[config.mk]
export PLATFORM = sky130hd
export DESIGN_NAME = timer_gate_top
export DESIGN_NICKNAME = d
export VERILOG_FILES = /design/src/timer_gate_pkg.sv /design/src/edge_sync.sv /design/src/prescaler.sv /design/src/timer_gate_top.sv
export SDC_FILE = /design/constraint.sdc
export NUM_CORES = 1
export LEC_CHECK = 0
export ABC_AREA = 0
export ABC_CLOCK_PERIOD_IN_PS = 3600
export BUFFER_PORTS_ARGS = -buffer_cell sky130_fd_sc_hd__buf_2
export CORE_ASPECT_RATIO = 0.8
export CORE_UTILIZATION = 51
export CTS_CLUSTER_SIZE = 16
export DETAILED_ROUTE_END_ITERATION = 10
export PLACE_DENSITY = 0.83
export SLEW_MARGIN = 20
export SYNTH_ARGS = -nofsm -noshare
export SYNTH_HDL_FRONTEND = slang
export SYNTH_HIERARCHICAL = 1
export SYNTH_SLANG_ARGS = --single-unit
[constraint.sdc]
create_clock -name aclk -period 3.6 [get_ports aclk]
set_clock_uncertainty 0.05 [all_clocks]
set_input_delay 0.36 -clock aclk [delete_from_list [all_inputs] [get_ports aclk]]
set_output_delay 0.36 -clock aclk [all_outputs]
set_load 0.02 [all_outputs]
[src/timer_gate_pkg.sv]
/*
  Shared constants for the gated 16-bit timer: register map, control field
  positions, reset values, oscillator modes and prescale codes.
  Assumes a single 250 MHz bus clock domain; used by the prescaler and the top level.
*/
package timer_gate_pkg;

  localparam int CLK_PERIOD_NS = 4;

  // Byte addresses on the register bus
  localparam logic [3:0] ADDR_CONTROL = 4'h0;
  localparam logic [3:0] ADDR_COUNT_LOW = 4'h4;
  localparam logic [3:0] ADDR_COUNT_HIGH = 4'h8;
  localparam logic [3:0] ADDR_STATUS = 4'hC;

  // Control register fields
  localparam int BIT_TIMER_ON = 0;
  localparam int BIT_CLOCK_SOURCE = 1;
  localparam int BIT_EXT_SYNC = 2;
  localparam int BIT_LP_OSC_ENABLE = 3;
  localparam int BIT_PRESCALE_LO = 4;
  localparam int BIT_GATE_ENABLE = 6;
  localparam int BIT_GATE_INVERT = 7;
  localparam logic [7:0] CONTROL_RESET = 8'h00;

  // Status register fields
  localparam int BIT_OVERFLOW = 0;
  localparam int BIT_LP_OSC_RUN = 1;

  localparam logic [15:0] COUNT_RESET = 16'h0000;
  localparam logic [15:0] COUNT_MAX = 16'hFFFF;

  localparam logic [1:0] RESP_OKAY = 2'h0;
  localparam logic [1:0] RESP_SLVERR = 2'h2;

  // System oscillator modes seen by the timer
  typedef enum logic [1:0] {
    OSC_INTERNAL_NO_CLKOUT,
    OSC_LOW_POWER,
    OSC_OTHER
  } osc_mode_t;

  localparam logic [1:0] PRESCALE_DIV1 = 2'h0;
  localparam logic [1:0] PRESCALE_DIV2 = 2'h1;
  localparam logic [1:0] PRESCALE_DIV4 = 2'h2;
  localparam logic [1:0] PRESCALE_DIV8 = 2'h3;

endpackage

[src/edge_sync.sv]
/*
  Two-flop synchroniser with a rising-edge detector on the settled level.
  Assumes the input level is slow compared with aclk.
*/
`timescale 1ns/100ps
module edge_sync (
  // Clock and reset
  input wire logic aclk,
  input wire logic aresetn,
  // Level in, synchronised level and rising edge out
  input wire logic async_in,
  output logic level,
  output logic rise
);
  logic meta;
  logic settled;
  logic prev;

  always_ff @(posedge aclk) begin
    if (!aresetn) begin
      meta <= 1'b0;
      settled <= 1'b0;
      prev <= 1'b0;
    end else begin
      meta <= async_in;
      settled <= meta;
      prev <= settled;
    end
  end

  assign level = settled;
  assign rise = settled & ~prev;
endmodule

[src/prescaler.sv]
/*
  Input prescaler: passes one tick in 1, 2, 4 or 8 according to the select.
  Assumes clear is a one-cycle pulse from a count byte write.
*/
`timescale 1ns/100ps
module prescaler (
  // Clock and reset
  input wire logic aclk,
  input wire logic aresetn,
  // Control
  input wire logic [1:0] select,
  input wire logic clear,
  // Ticks
  input wire logic tick_in,
  output logic tick_out
);
  import timer_gate_pkg::*;

  logic [2:0] count;
  logic [2:0] mask;

  always_comb begin
    unique case (select)
      PRESCALE_DIV1: mask = 3'h0;
      PRESCALE_DIV2: mask = 3'h1;
      PRESCALE_DIV4: mask = 3'h3;
      PRESCALE_DIV8: mask = 3'h7;
    endcase
  end

  always_ff @(posedge aclk) begin
    if (!aresetn || clear) begin
      count <= 3'h0;
    end else if (tick_in) begin
      count <= (count & mask) == mask ? 3'h0 : count + 3'h1;
    end
  end

  assign tick_out = tick_in && ((count & mask) == mask);
endmodule

[src/timer_gate_top.sv]
/*
  Gated 16-bit timer/counter with AXI4-Lite register access: control byte,
  two count bytes, and a status word with the overflow flag.
  Assumes instr_tick pulses once per instruction cycle, and that external
  and LP oscillator clocks are slow levels sampled on aclk.
*/
// Functional notes
// - Gate enable ignored when timer off; when on, enables gating.
// - Prescale select 11/10/01/00 divides by 8/4/2/1.
// - With internal oscillator no clock out, LP enable bit turns LP oscillator on.
// - Sync control set leaves external clock unsynchronised; clear synchronises it.
// - Asynchronous mode counts through sleep; overflow can wake processor.
// - Count byte reads always return a valid value.
// - LP enable and clock source both set clock timer from LP oscillator, except in other oscillator modes.
// - LP system oscillator with timer option shares one oscillator circuit.
// - Sleep does not stop the LP oscillator; it clocks the timer in sleep only with sync control set (unsynchronised).
// - Other oscillator modes ignore the LP enable bit.
// - Internal oscillator mode with LP enable runs LP oscillator regardless of timer on.
// - Timer mode counts instruction cycles; counter mode counts external rising edges.
// - Overflow flag set when count rolls from FFFF to 0000.
// - Writing either count byte clears the prescale counter.
// - Gate invert bit inverts the gate signal for any source.
`timescale 1ns/100ps
module timer_gate_top (
  // Clock and reset
  input wire logic aclk,
  input wire logic aresetn,
  // AXI4-Lite write address and data
  input wire logic [3:0] s_axi_awaddr,
  input wire logic s_axi_awvalid,
  output logic s_axi_awready,
  input wire logic [31:0] s_axi_wdata,
  input wire logic [3:0] s_axi_wstrb,
  input wire logic s_axi_wvalid,
  output logic s_axi_wready,
  // AXI4-Lite write response
  output logic [1:0] s_axi_bresp,
  output logic s_axi_bvalid,
  input wire logic s_axi_bready,
  // AXI4-Lite read
  input wire logic [3:0] s_axi_araddr,
  input wire logic s_axi_arvalid,
  output logic s_axi_arready,
  output logic [31:0] s_axi_rdata,
  output logic [1:0] s_axi_rresp,
  output logic s_axi_rvalid,
  input wire logic s_axi_rready,
  // Clock sources and gate
  input wire logic instr_tick,
  input wire logic external_count_clock_pin,
  input wire logic lp_osc_clock,
  input wire logic gate_in,
  // System state
  input wire timer_gate_pkg::osc_mode_t system_osc_mode,
  input wire logic sleep,
  // Outputs to the system
  output logic lp_osc_run,
  output logic overflow_flag,
  output logic wake_request
);
  import timer_gate_pkg::*;

  logic [7:0] timer_control;
  logic [15:0] count;
  logic aw_held;
  logic next_aw_held;
  logic next_w_held;
  logic next_bvalid;
  logic next_rvalid;
  logic w_held;
  logic [3:0] aw_addr;
  logic [31:0] w_data;
  logic [3:0] w_strb;
  logic do_write;
  logic clear_prescale;
  logic next_overflow;
  logic timer_on;
  logic gate_enable;
  logic [1:0] input_prescale_select;
  logic lp_osc_timer_enable;
  logic external_sync_control;
  logic count_clock_source_select;
  logic gate_invert;
  logic lp_allowed;
  logic lp_osc_on;
  logic source_level;
  logic sync_rise;
  logic raw_prev;
  logic raw_rise;
  logic ext_tick;
  logic gate_open;
  logic count_tick;
  logic scaled_tick;
  logic wr_low;
  logic wr_high;

  assign timer_on = timer_control[BIT_TIMER_ON];
  assign count_clock_source_select = timer_control[BIT_CLOCK_SOURCE];
  assign external_sync_control = timer_control[BIT_EXT_SYNC];
  assign lp_osc_timer_enable = timer_control[BIT_LP_OSC_ENABLE];
  assign input_prescale_select = timer_control[BIT_PRESCALE_LO +: 2];
  assign gate_enable = timer_control[BIT_GATE_ENABLE];
  assign gate_invert = timer_control[BIT_GATE_INVERT];

  assign lp_allowed = (system_osc_mode == OSC_INTERNAL_NO_CLKOUT) || (system_osc_mode == OSC_LOW_POWER);
  assign lp_osc_on = lp_allowed && lp_osc_timer_enable;

  // oscillator runs through sleep; shared circuit in LP mode
  always_ff @(posedge aclk) begin
    if (!aresetn) begin
      lp_osc_run <= 1'b0;
    end else begin
      lp_osc_run <= lp_osc_on || (system_osc_mode == OSC_LOW_POWER);
    end
  end

  // pick LP oscillator or external pin
  assign source_level = lp_osc_on ? lp_osc_clock : external_count_clock_pin;

  edge_sync u_edge_sync (
    .aclk(aclk),
    .aresetn(aresetn),
    .async_in(source_level),
    .level(),
    .rise(sync_rise)
  );

  always_ff @(posedge aclk) begin
    if (!aresetn) begin
      raw_prev <= 1'b0;
    end else begin
      raw_prev <= source_level;
    end
  end
  assign raw_rise = source_level & ~raw_prev;

  // unsynchronised path keeps counting in sleep
  assign ext_tick = external_sync_control ? raw_rise : (sync_rise && !sleep);

  assign gate_open = !gate_enable || (gate_in ^ gate_invert);

  assign count_tick = timer_on && gate_open && (count_clock_source_select ? ext_tick : (instr_tick && !sleep));

  assign clear_prescale = wr_low || wr_high;

  prescaler u_prescaler (
    .aclk(aclk),
    .aresetn(aresetn),
    .select(input_prescale_select),
    .clear(clear_prescale),
    .tick_in(count_tick),
    .tick_out(scaled_tick)
  );

  // Write channel holding; address and data taken in either order
  always_ff @(posedge aclk) begin
    if (!aresetn) begin
      aw_held <= 1'b0;
      aw_addr <= 4'h0;
    end else if (s_axi_awvalid && s_axi_awready) begin
      aw_held <= 1'b1;
      aw_addr <= s_axi_awaddr;
    end else if (do_write) begin
      aw_held <= 1'b0;
    end
  end

  always_ff @(posedge aclk) begin
    if (!aresetn) begin
      w_held <= 1'b0;
      w_data <= 32'h0000_0000;
      w_strb <= 4'h0;
    end else if (s_axi_wvalid && s_axi_wready) begin
      w_held <= 1'b1;
      w_data <= s_axi_wdata;
      w_strb <= s_axi_wstrb;
    end else if (do_write) begin
      w_held <= 1'b0;
    end
  end

  // Readies are registered, so they look one cycle ahead at the holding state
  assign next_aw_held = (s_axi_awvalid && s_axi_awready) || (aw_held && !do_write);
  assign next_w_held = (s_axi_wvalid && s_axi_wready) || (w_held && !do_write);
  assign next_bvalid = do_write || (s_axi_bvalid && !s_axi_bready);

  always_ff @(posedge aclk) begin
    if (!aresetn) begin
      s_axi_awready <= 1'b0;
      s_axi_wready <= 1'b0;
    end else begin
      s_axi_awready <= !next_aw_held && !next_bvalid;
      s_axi_wready <= !next_w_held && !next_bvalid;
    end
  end

  assign do_write = aw_held && w_held;
  assign wr_low = do_write && (aw_addr == ADDR_COUNT_LOW) && w_strb[0];
  assign wr_high = do_write && (aw_addr == ADDR_COUNT_HIGH) && w_strb[0];

  always_ff @(posedge aclk) begin
    if (!aresetn) begin
      s_axi_bvalid <= 1'b0;
      s_axi_bresp <= RESP_OKAY;
    end else if (do_write) begin
      s_axi_bvalid <= 1'b1;
      s_axi_bresp <= (aw_addr == ADDR_CONTROL || aw_addr == ADDR_COUNT_LOW || aw_addr == ADDR_COUNT_HIGH ||
                      aw_addr == ADDR_STATUS) ? RESP_OKAY : RESP_SLVERR;
    end else if (s_axi_bready) begin
      s_axi_bvalid <= 1'b0;
    end
  end

  always_ff @(posedge aclk) begin
    if (!aresetn) begin
      timer_control <= CONTROL_RESET;
    end else if (do_write && aw_addr == ADDR_CONTROL && w_strb[0]) begin
      timer_control <= w_data[7:0];
    end
  end

  // counter with rollover; software write wins over a tick
  always_ff @(posedge aclk) begin
    if (!aresetn) begin
      count <= COUNT_RESET;
    end else if (wr_low) begin
      count <= {count[15:8], w_data[7:0]};
    end else if (wr_high) begin
      count <= {w_data[7:0], count[7:0]};
    end else if (scaled_tick) begin
      count <= count + 16'h0001;
    end
  end

  // overflow flag, set wins over clear
  always_comb begin
    next_overflow = overflow_flag;
    if (do_write && aw_addr == ADDR_STATUS && w_strb[0] && w_data[BIT_OVERFLOW]) begin
      next_overflow = 1'b0;
    end
    if (scaled_tick && count == COUNT_MAX && !clear_prescale) begin
      next_overflow = 1'b1;
    end
  end

  always_ff @(posedge aclk) begin
    if (!aresetn) begin
      overflow_flag <= 1'b0;
    end else begin
      overflow_flag <= next_overflow;
    end
  end

  always_ff @(posedge aclk) begin
    if (!aresetn) begin
      wake_request <= 1'b0;
    end else begin
      wake_request <= sleep && next_overflow && !overflow_flag;
    end
  end

  // Read channel
  assign next_rvalid = (s_axi_arvalid && s_axi_arready) || (s_axi_rvalid && !s_axi_rready);

  always_ff @(posedge aclk) begin
    if (!aresetn) begin
      s_axi_arready <= 1'b0;
    end else begin
      s_axi_arready <= !next_rvalid;
    end
  end

  // reads sample the register copy, never a half-updated value
  always_ff @(posedge aclk) begin
    if (!aresetn) begin
      s_axi_rvalid <= 1'b0;
      s_axi_rdata <= 32'h0000_0000;
      s_axi_rresp <= RESP_OKAY;
    end else if (s_axi_arvalid && s_axi_arready) begin
      s_axi_rvalid <= 1'b1;
      s_axi_rresp <= RESP_OKAY;
      unique case (s_axi_araddr)
        ADDR_CONTROL: s_axi_rdata <= {24'h000000, timer_control};
        ADDR_COUNT_LOW: s_axi_rdata <= {24'h000000, count[7:0]};
        ADDR_COUNT_HIGH: s_axi_rdata <= {24'h000000, count[15:8]};
        ADDR_STATUS: s_axi_rdata <= {30'h0, lp_osc_run, overflow_flag};
        default: begin
          s_axi_rdata <= 32'h0000_0000;
          s_axi_rresp <= RESP_SLVERR;
        end
      endcase
    end else if (s_axi_rready) begin
      s_axi_rvalid <= 1'b0;
    end
  end

  // Assertions
  // rollover sets flag
  a_overflow_set: assert property (@(posedge aclk) disable iff (!aresetn)
    (scaled_tick && count == COUNT_MAX && !clear_prescale) |=> overflow_flag && count == 16'h0000)
    else $error("rollover did not set overflow flag");
  a_count_hold_off: assert property (@(posedge aclk) disable iff (!aresetn)
    (!timer_on && !wr_low && !wr_high) |=> count == $past(count))
    else $error("count moved while timer off");
  a_gate_blocks_tick: assert property (@(posedge aclk) disable iff (!aresetn)
    (gate_enable && !(gate_in ^ gate_invert)) |-> !count_tick)
    else $error("tick passed a closed gate");
  a_write_clears_pre: assert property (@(posedge aclk) disable iff (!aresetn)
    wr_low |=> u_prescaler.count == 3'h0)
    else $error("prescaler not cleared by count write");
  a_div8_spacing: assert property (@(posedge aclk) disable iff (!aresetn)
    (scaled_tick && input_prescale_select == PRESCALE_DIV8 && !clear_prescale) |=>
    !scaled_tick [*1] ##0 (u_prescaler.count == 3'h0))
    else $error("prescaler did not restart after tick");
  a_lp_ignored: assert property (@(posedge aclk) disable iff (!aresetn)
    (system_osc_mode == OSC_OTHER) |=> !lp_osc_run)
    else $error("LP oscillator ran in other mode");
  a_lp_continuous: assert property (@(posedge aclk) disable iff (!aresetn)
    (system_osc_mode == OSC_INTERNAL_NO_CLKOUT && lp_osc_timer_enable) |=> lp_osc_run)
    else $error("LP oscillator not running");
  a_timer_mode_tick: assert property (@(posedge aclk) disable iff (!aresetn)
    (timer_on && !count_clock_source_select && !gate_enable && instr_tick && !sleep) |-> count_tick)
    else $error("instruction tick missed");
  a_sleep_wake: assert property (@(posedge aclk) disable iff (!aresetn)
    (sleep && !overflow_flag && scaled_tick && count == COUNT_MAX && !clear_prescale) |=> wake_request)
    else $error("no wake on overflow in sleep");
endmodule

==> results.py <==
metrics = {
    "route": {
        "drt_first_pass_iters": 7,
        "wl_mm": 7.837,
        "wire_per_inst_um": 15.10,
        "drt_iter0_drc": 262,
        "postRouteAntennaNets": 0,
        "vias": 2982,
        "drc": 0,
        "viasPerCell": 5.746,
    },
    "flow_run": {
        "drv_cap": 0,
    },
    "yosys": {
        "muxShareOfSynthArea_pct": 6.262,
        "yosys_register_bits": 64,
        "ys_top_cells_by_area": "dfxtp_1 39%, buf_4 6.2%, nand2_1 5.8%, a21oi_1 5.3%, mux2i_1 4.9%",
        "yosysWarnings": 6,
        "syn_area_um2": 3277,
        "ys_seq_area_share_pct": 39.10,
        "synth_xor_area_share_pct": 2.138,
        "synth-simple-area-share_pct": 23.02,
        "yosysTopAreaCellShare_pct": 39.10,
        "synthAdderAreaFrac_pct": 0.7637,
        "syn_inst": 396,
        "synth_top_family_by_area": "simple AND/OR/NAND/NOR gates",
        "synth_flop_cell": "dfxtp_1",
        "synth_compound_area_share_pct": 18.82,
        "yosysTopAreaCell": "dfxtp_1",
        "synth-edff-count": 0,
        "synthArstFlopShare_pct": 0,
        "avgSynthCellArea_um2": 8.275,
        "synth.distinct_cells": 59,
    },
    "critical_path": {
        "r2r_slack_ps": 720,
        "worstPathArrival_ps": 3130,
        "path_class": "reg -> reg",
        "crit_required_ps": 3840,
        "r2r_cells": 11,
        "startpoint_type": "register",
        "crit_chain": "nor2b_1, mux2i_1, nor2_1, a22oi_1, a21oi_1, o21a_1, and2_2, a21oi_1, or3b_1, a21oi_1, o211a_1",
        "rr_startpoint": "timer_control[3]",
        "path_max_fanout": 10,
        "slowest_delay_ps": 490,
        "cpMostUsedCell": "a21oi_1",
        "cp_slowest_cell": "or3b_1",
        "crit_path_end_kind": "register",
        "r2r-end": "count[11]",
    },
    "power": {
        "clockPowerShare_pct": 44.8,
        "power.internal_mw": 1.180,
        "ir_drop_mv": 0.2921,
        "power_density_nw_per_um2": 423.1,
        "power_leakage_nw": 1.402,
        "switching_share_pct": 23.71,
        "switchingPower_mw": 0.3668,
        "power.total_mw": 1.547,
        "power_frac_comb_pct": 7.1,
        "p_seq_share_pct": 48.1,
    },
    "clocking": {
        "postCtsSetupBuffers": 0,
        "clk_pin_slew_ps": 70,
        "h-tree-depth": 3,
        "post_cts_resized": 0,
        "hold_buffers": 0,
        "cts_root_buffer": "clkbuf_8",
        "cts_max_path_buffers": 2,
        "cts_tree": "yes",
        "cts_sinks": 64,
        "cts_buffers": 9,
        "clkLatencyLatePin_ps": 350,
    },
    "grt": {
        "grt_antenna_before_repair": 0,
        "grt_pass1_wl_mm": 12.70,
        "grt_usage_pct": 24.88,
        "overflow": 0,
        "grt_pass1_vias": 2621,
        "grt_start_max_net_pins": 47,
    },
    "floorplanning": {
        "fp.dieArea_um2": 6752,
        "start_util_pct": 54.00,
        "ioPinCount": 102,
        "die_h_um": 73.70,
        "core_area_um2": 6068,
        "die_x_um": 91.62,
        "row_count": 25,
    },
    "finish": {
        "nFillCells": 543,
        "regArea_um2": 1281,
        "diodes": 0,
        "syn_to_final_growth_pct": 11.61,
        "final_nets": 494,
        "multi_input_area_um2": 1769,
        "drive_gt1_share_pct": 18.04,
    },
    "timing": {
        "hold_viol_final": 0,
        "hold_ws_ps": 130.5,
        "finalCriticalPeriod_ps": 2883,
        "slew_headroom_pct": 29.69,
        "timing.setup.tns_ps": 0,
        "worstMarginPinSlew_ps": 1047,
        "drv_slew": 0,
        "fmax_mhz": 346.8,
        "fin_crit_sh_pct": 80.09,
        "rsz0062_at_grt": "no",
        "setup_violations": 0,
    },
    "outcome": {
        "status": "finished, final reports clean",
    },
    "placed_design": {
        "io_buffers": 48,
        "gp_congestion": 0.8977,
        "dp_hpwl_mm": 5.583,
    },
    "worst_hold_path": {
        "min_path_type": "in -> reg",
        "hold_depth": 2,
        "hp-start": "system_osc_mode[1]",
        "holdPathEnd": "lp_osc_run",
    },
}
[power groups by stage]
stage / Sequential, mW / Clock [mW] / Combinational [mW]
6_report: 0.745 / 0.693 / 0.109
5_1_grt: 0.747 / 0.734 / 0.122
3_5_place_dp: 0.760 / 0 / 0.108
2_1_floorplan: 0.758 / 0 / 0.0966
4_1_cts: 0.744 / 0.708 / 0.109
3_3_place_gp: 0.760 / 0 / 0.106
[layout make-up]
cell class / instances / share of cell area (%)
repair buffers: 50 / 6.979
inverters: 8 / 0.8211
clock buffers: 12 / 4.242
well taps: 81 / 2.771
multi-input cells: 301 / 48.38
clock inverters: 3 / 1.779
flip-flops and latches: 64 / 35.03
[per-layer routing]
metal	wire (um)	GRT usage, %	part of all wire, %
met1	3531	33.40	45
met2	3491	37.34	45
met3	652	6.729	8.3
met4	162	11.64	2.1
met5	0	0	0
[worst max-delay path, delay by kind of cell, from the launching register on]
family / cells / cell delay [ps]
muxes: 1 / 130
DFF: 1 / 370
and+or+nand+nor: 4 / 1070
AOI/OAI and AO/OA: 6 / 1200
[metrics by stage]
| step | std cells | utilization, % | area (um^2) | worst slack [ps] |
|---|---|---|---|---|
| finish | 519 | 60.27 | 3657 | 716.6 |
| global route | 519 | 60.27 | 3657 | 467.0 |
| CTS | 519 | 60.27 | 3657 | 710.8 |
| detailed placement | 504 | 56.64 | 3437 | 661.9 |
| global placement | 504 | 56.64 | 3437 | 767.9 |
| floorplan | 421 | - | 3371 | 956.1 |
[registers in the layout, summed over array words and instances (netlist names), 3 cells and up]
| name | cells |
|---|---|
| timer_control | 8 |
| u_prescaler/count | 3 |
| w_data | 8 |
| count | 16 |
| s_axi_rdata | 8 |
| aw_addr | 4 |
[synthesized netlist by cell type (all sizes together), types with 5 or more instances]
master	instances
dfxtp	64
nand2	51
buf	37
a21oi	35
nor2	34
o21ai	20
mux2i	16
nand3	16
nor3	13
clkbuf	11
a22oi	10
inv	8
xnor2	6
a211oi	5
a31oi	5
and2	5
nand4	5
nor2b	5
[worst max path at each step]
stage,start,endpoint,slack [ps],cells past startpoint
2_1_floorplan,timer_control[3],count[12],960,12
3_3_place_gp,system_osc_mode[1],count[12],770,12
3_5_place_dp,system_osc_mode[1],count[10],660,13
4_1_cts,timer_control[3],count[10],710,12
5_1_grt,timer_control[3],count[10],470,12
6_report,timer_control[3],count[11],720,11
[placed cells by master, fill, tap and decap left out, types with 11 or more instances in the layout]
master | Yosys | final
nand2_1 | 51 | 51
o21ai_0 | 15 | 15
clkbuf_8 | 0 | 11
nor3_1 | 13 | 13
nand3_1 | 15 | 15
buf_2 | 7 | 48
conb_1 | 1 | 26
mux2i_1 | 16 | 16
dfxtp_1 | 64 | 64
nor2_1 | 33 | 33
a21oi_1 | 35 | 35
[cell families after synthesis]
group | after synthesis
AO/OA/AOI/OAI | 96
XOR/XNOR | 8
adder cells (fa/ha/maj) | 2
buffers and inverters | 56
flip-flops | 64
multiplexers | 18
other | 1
AND/OR/NAND/NOR | 151
Power figures use the tool's default switching activity.
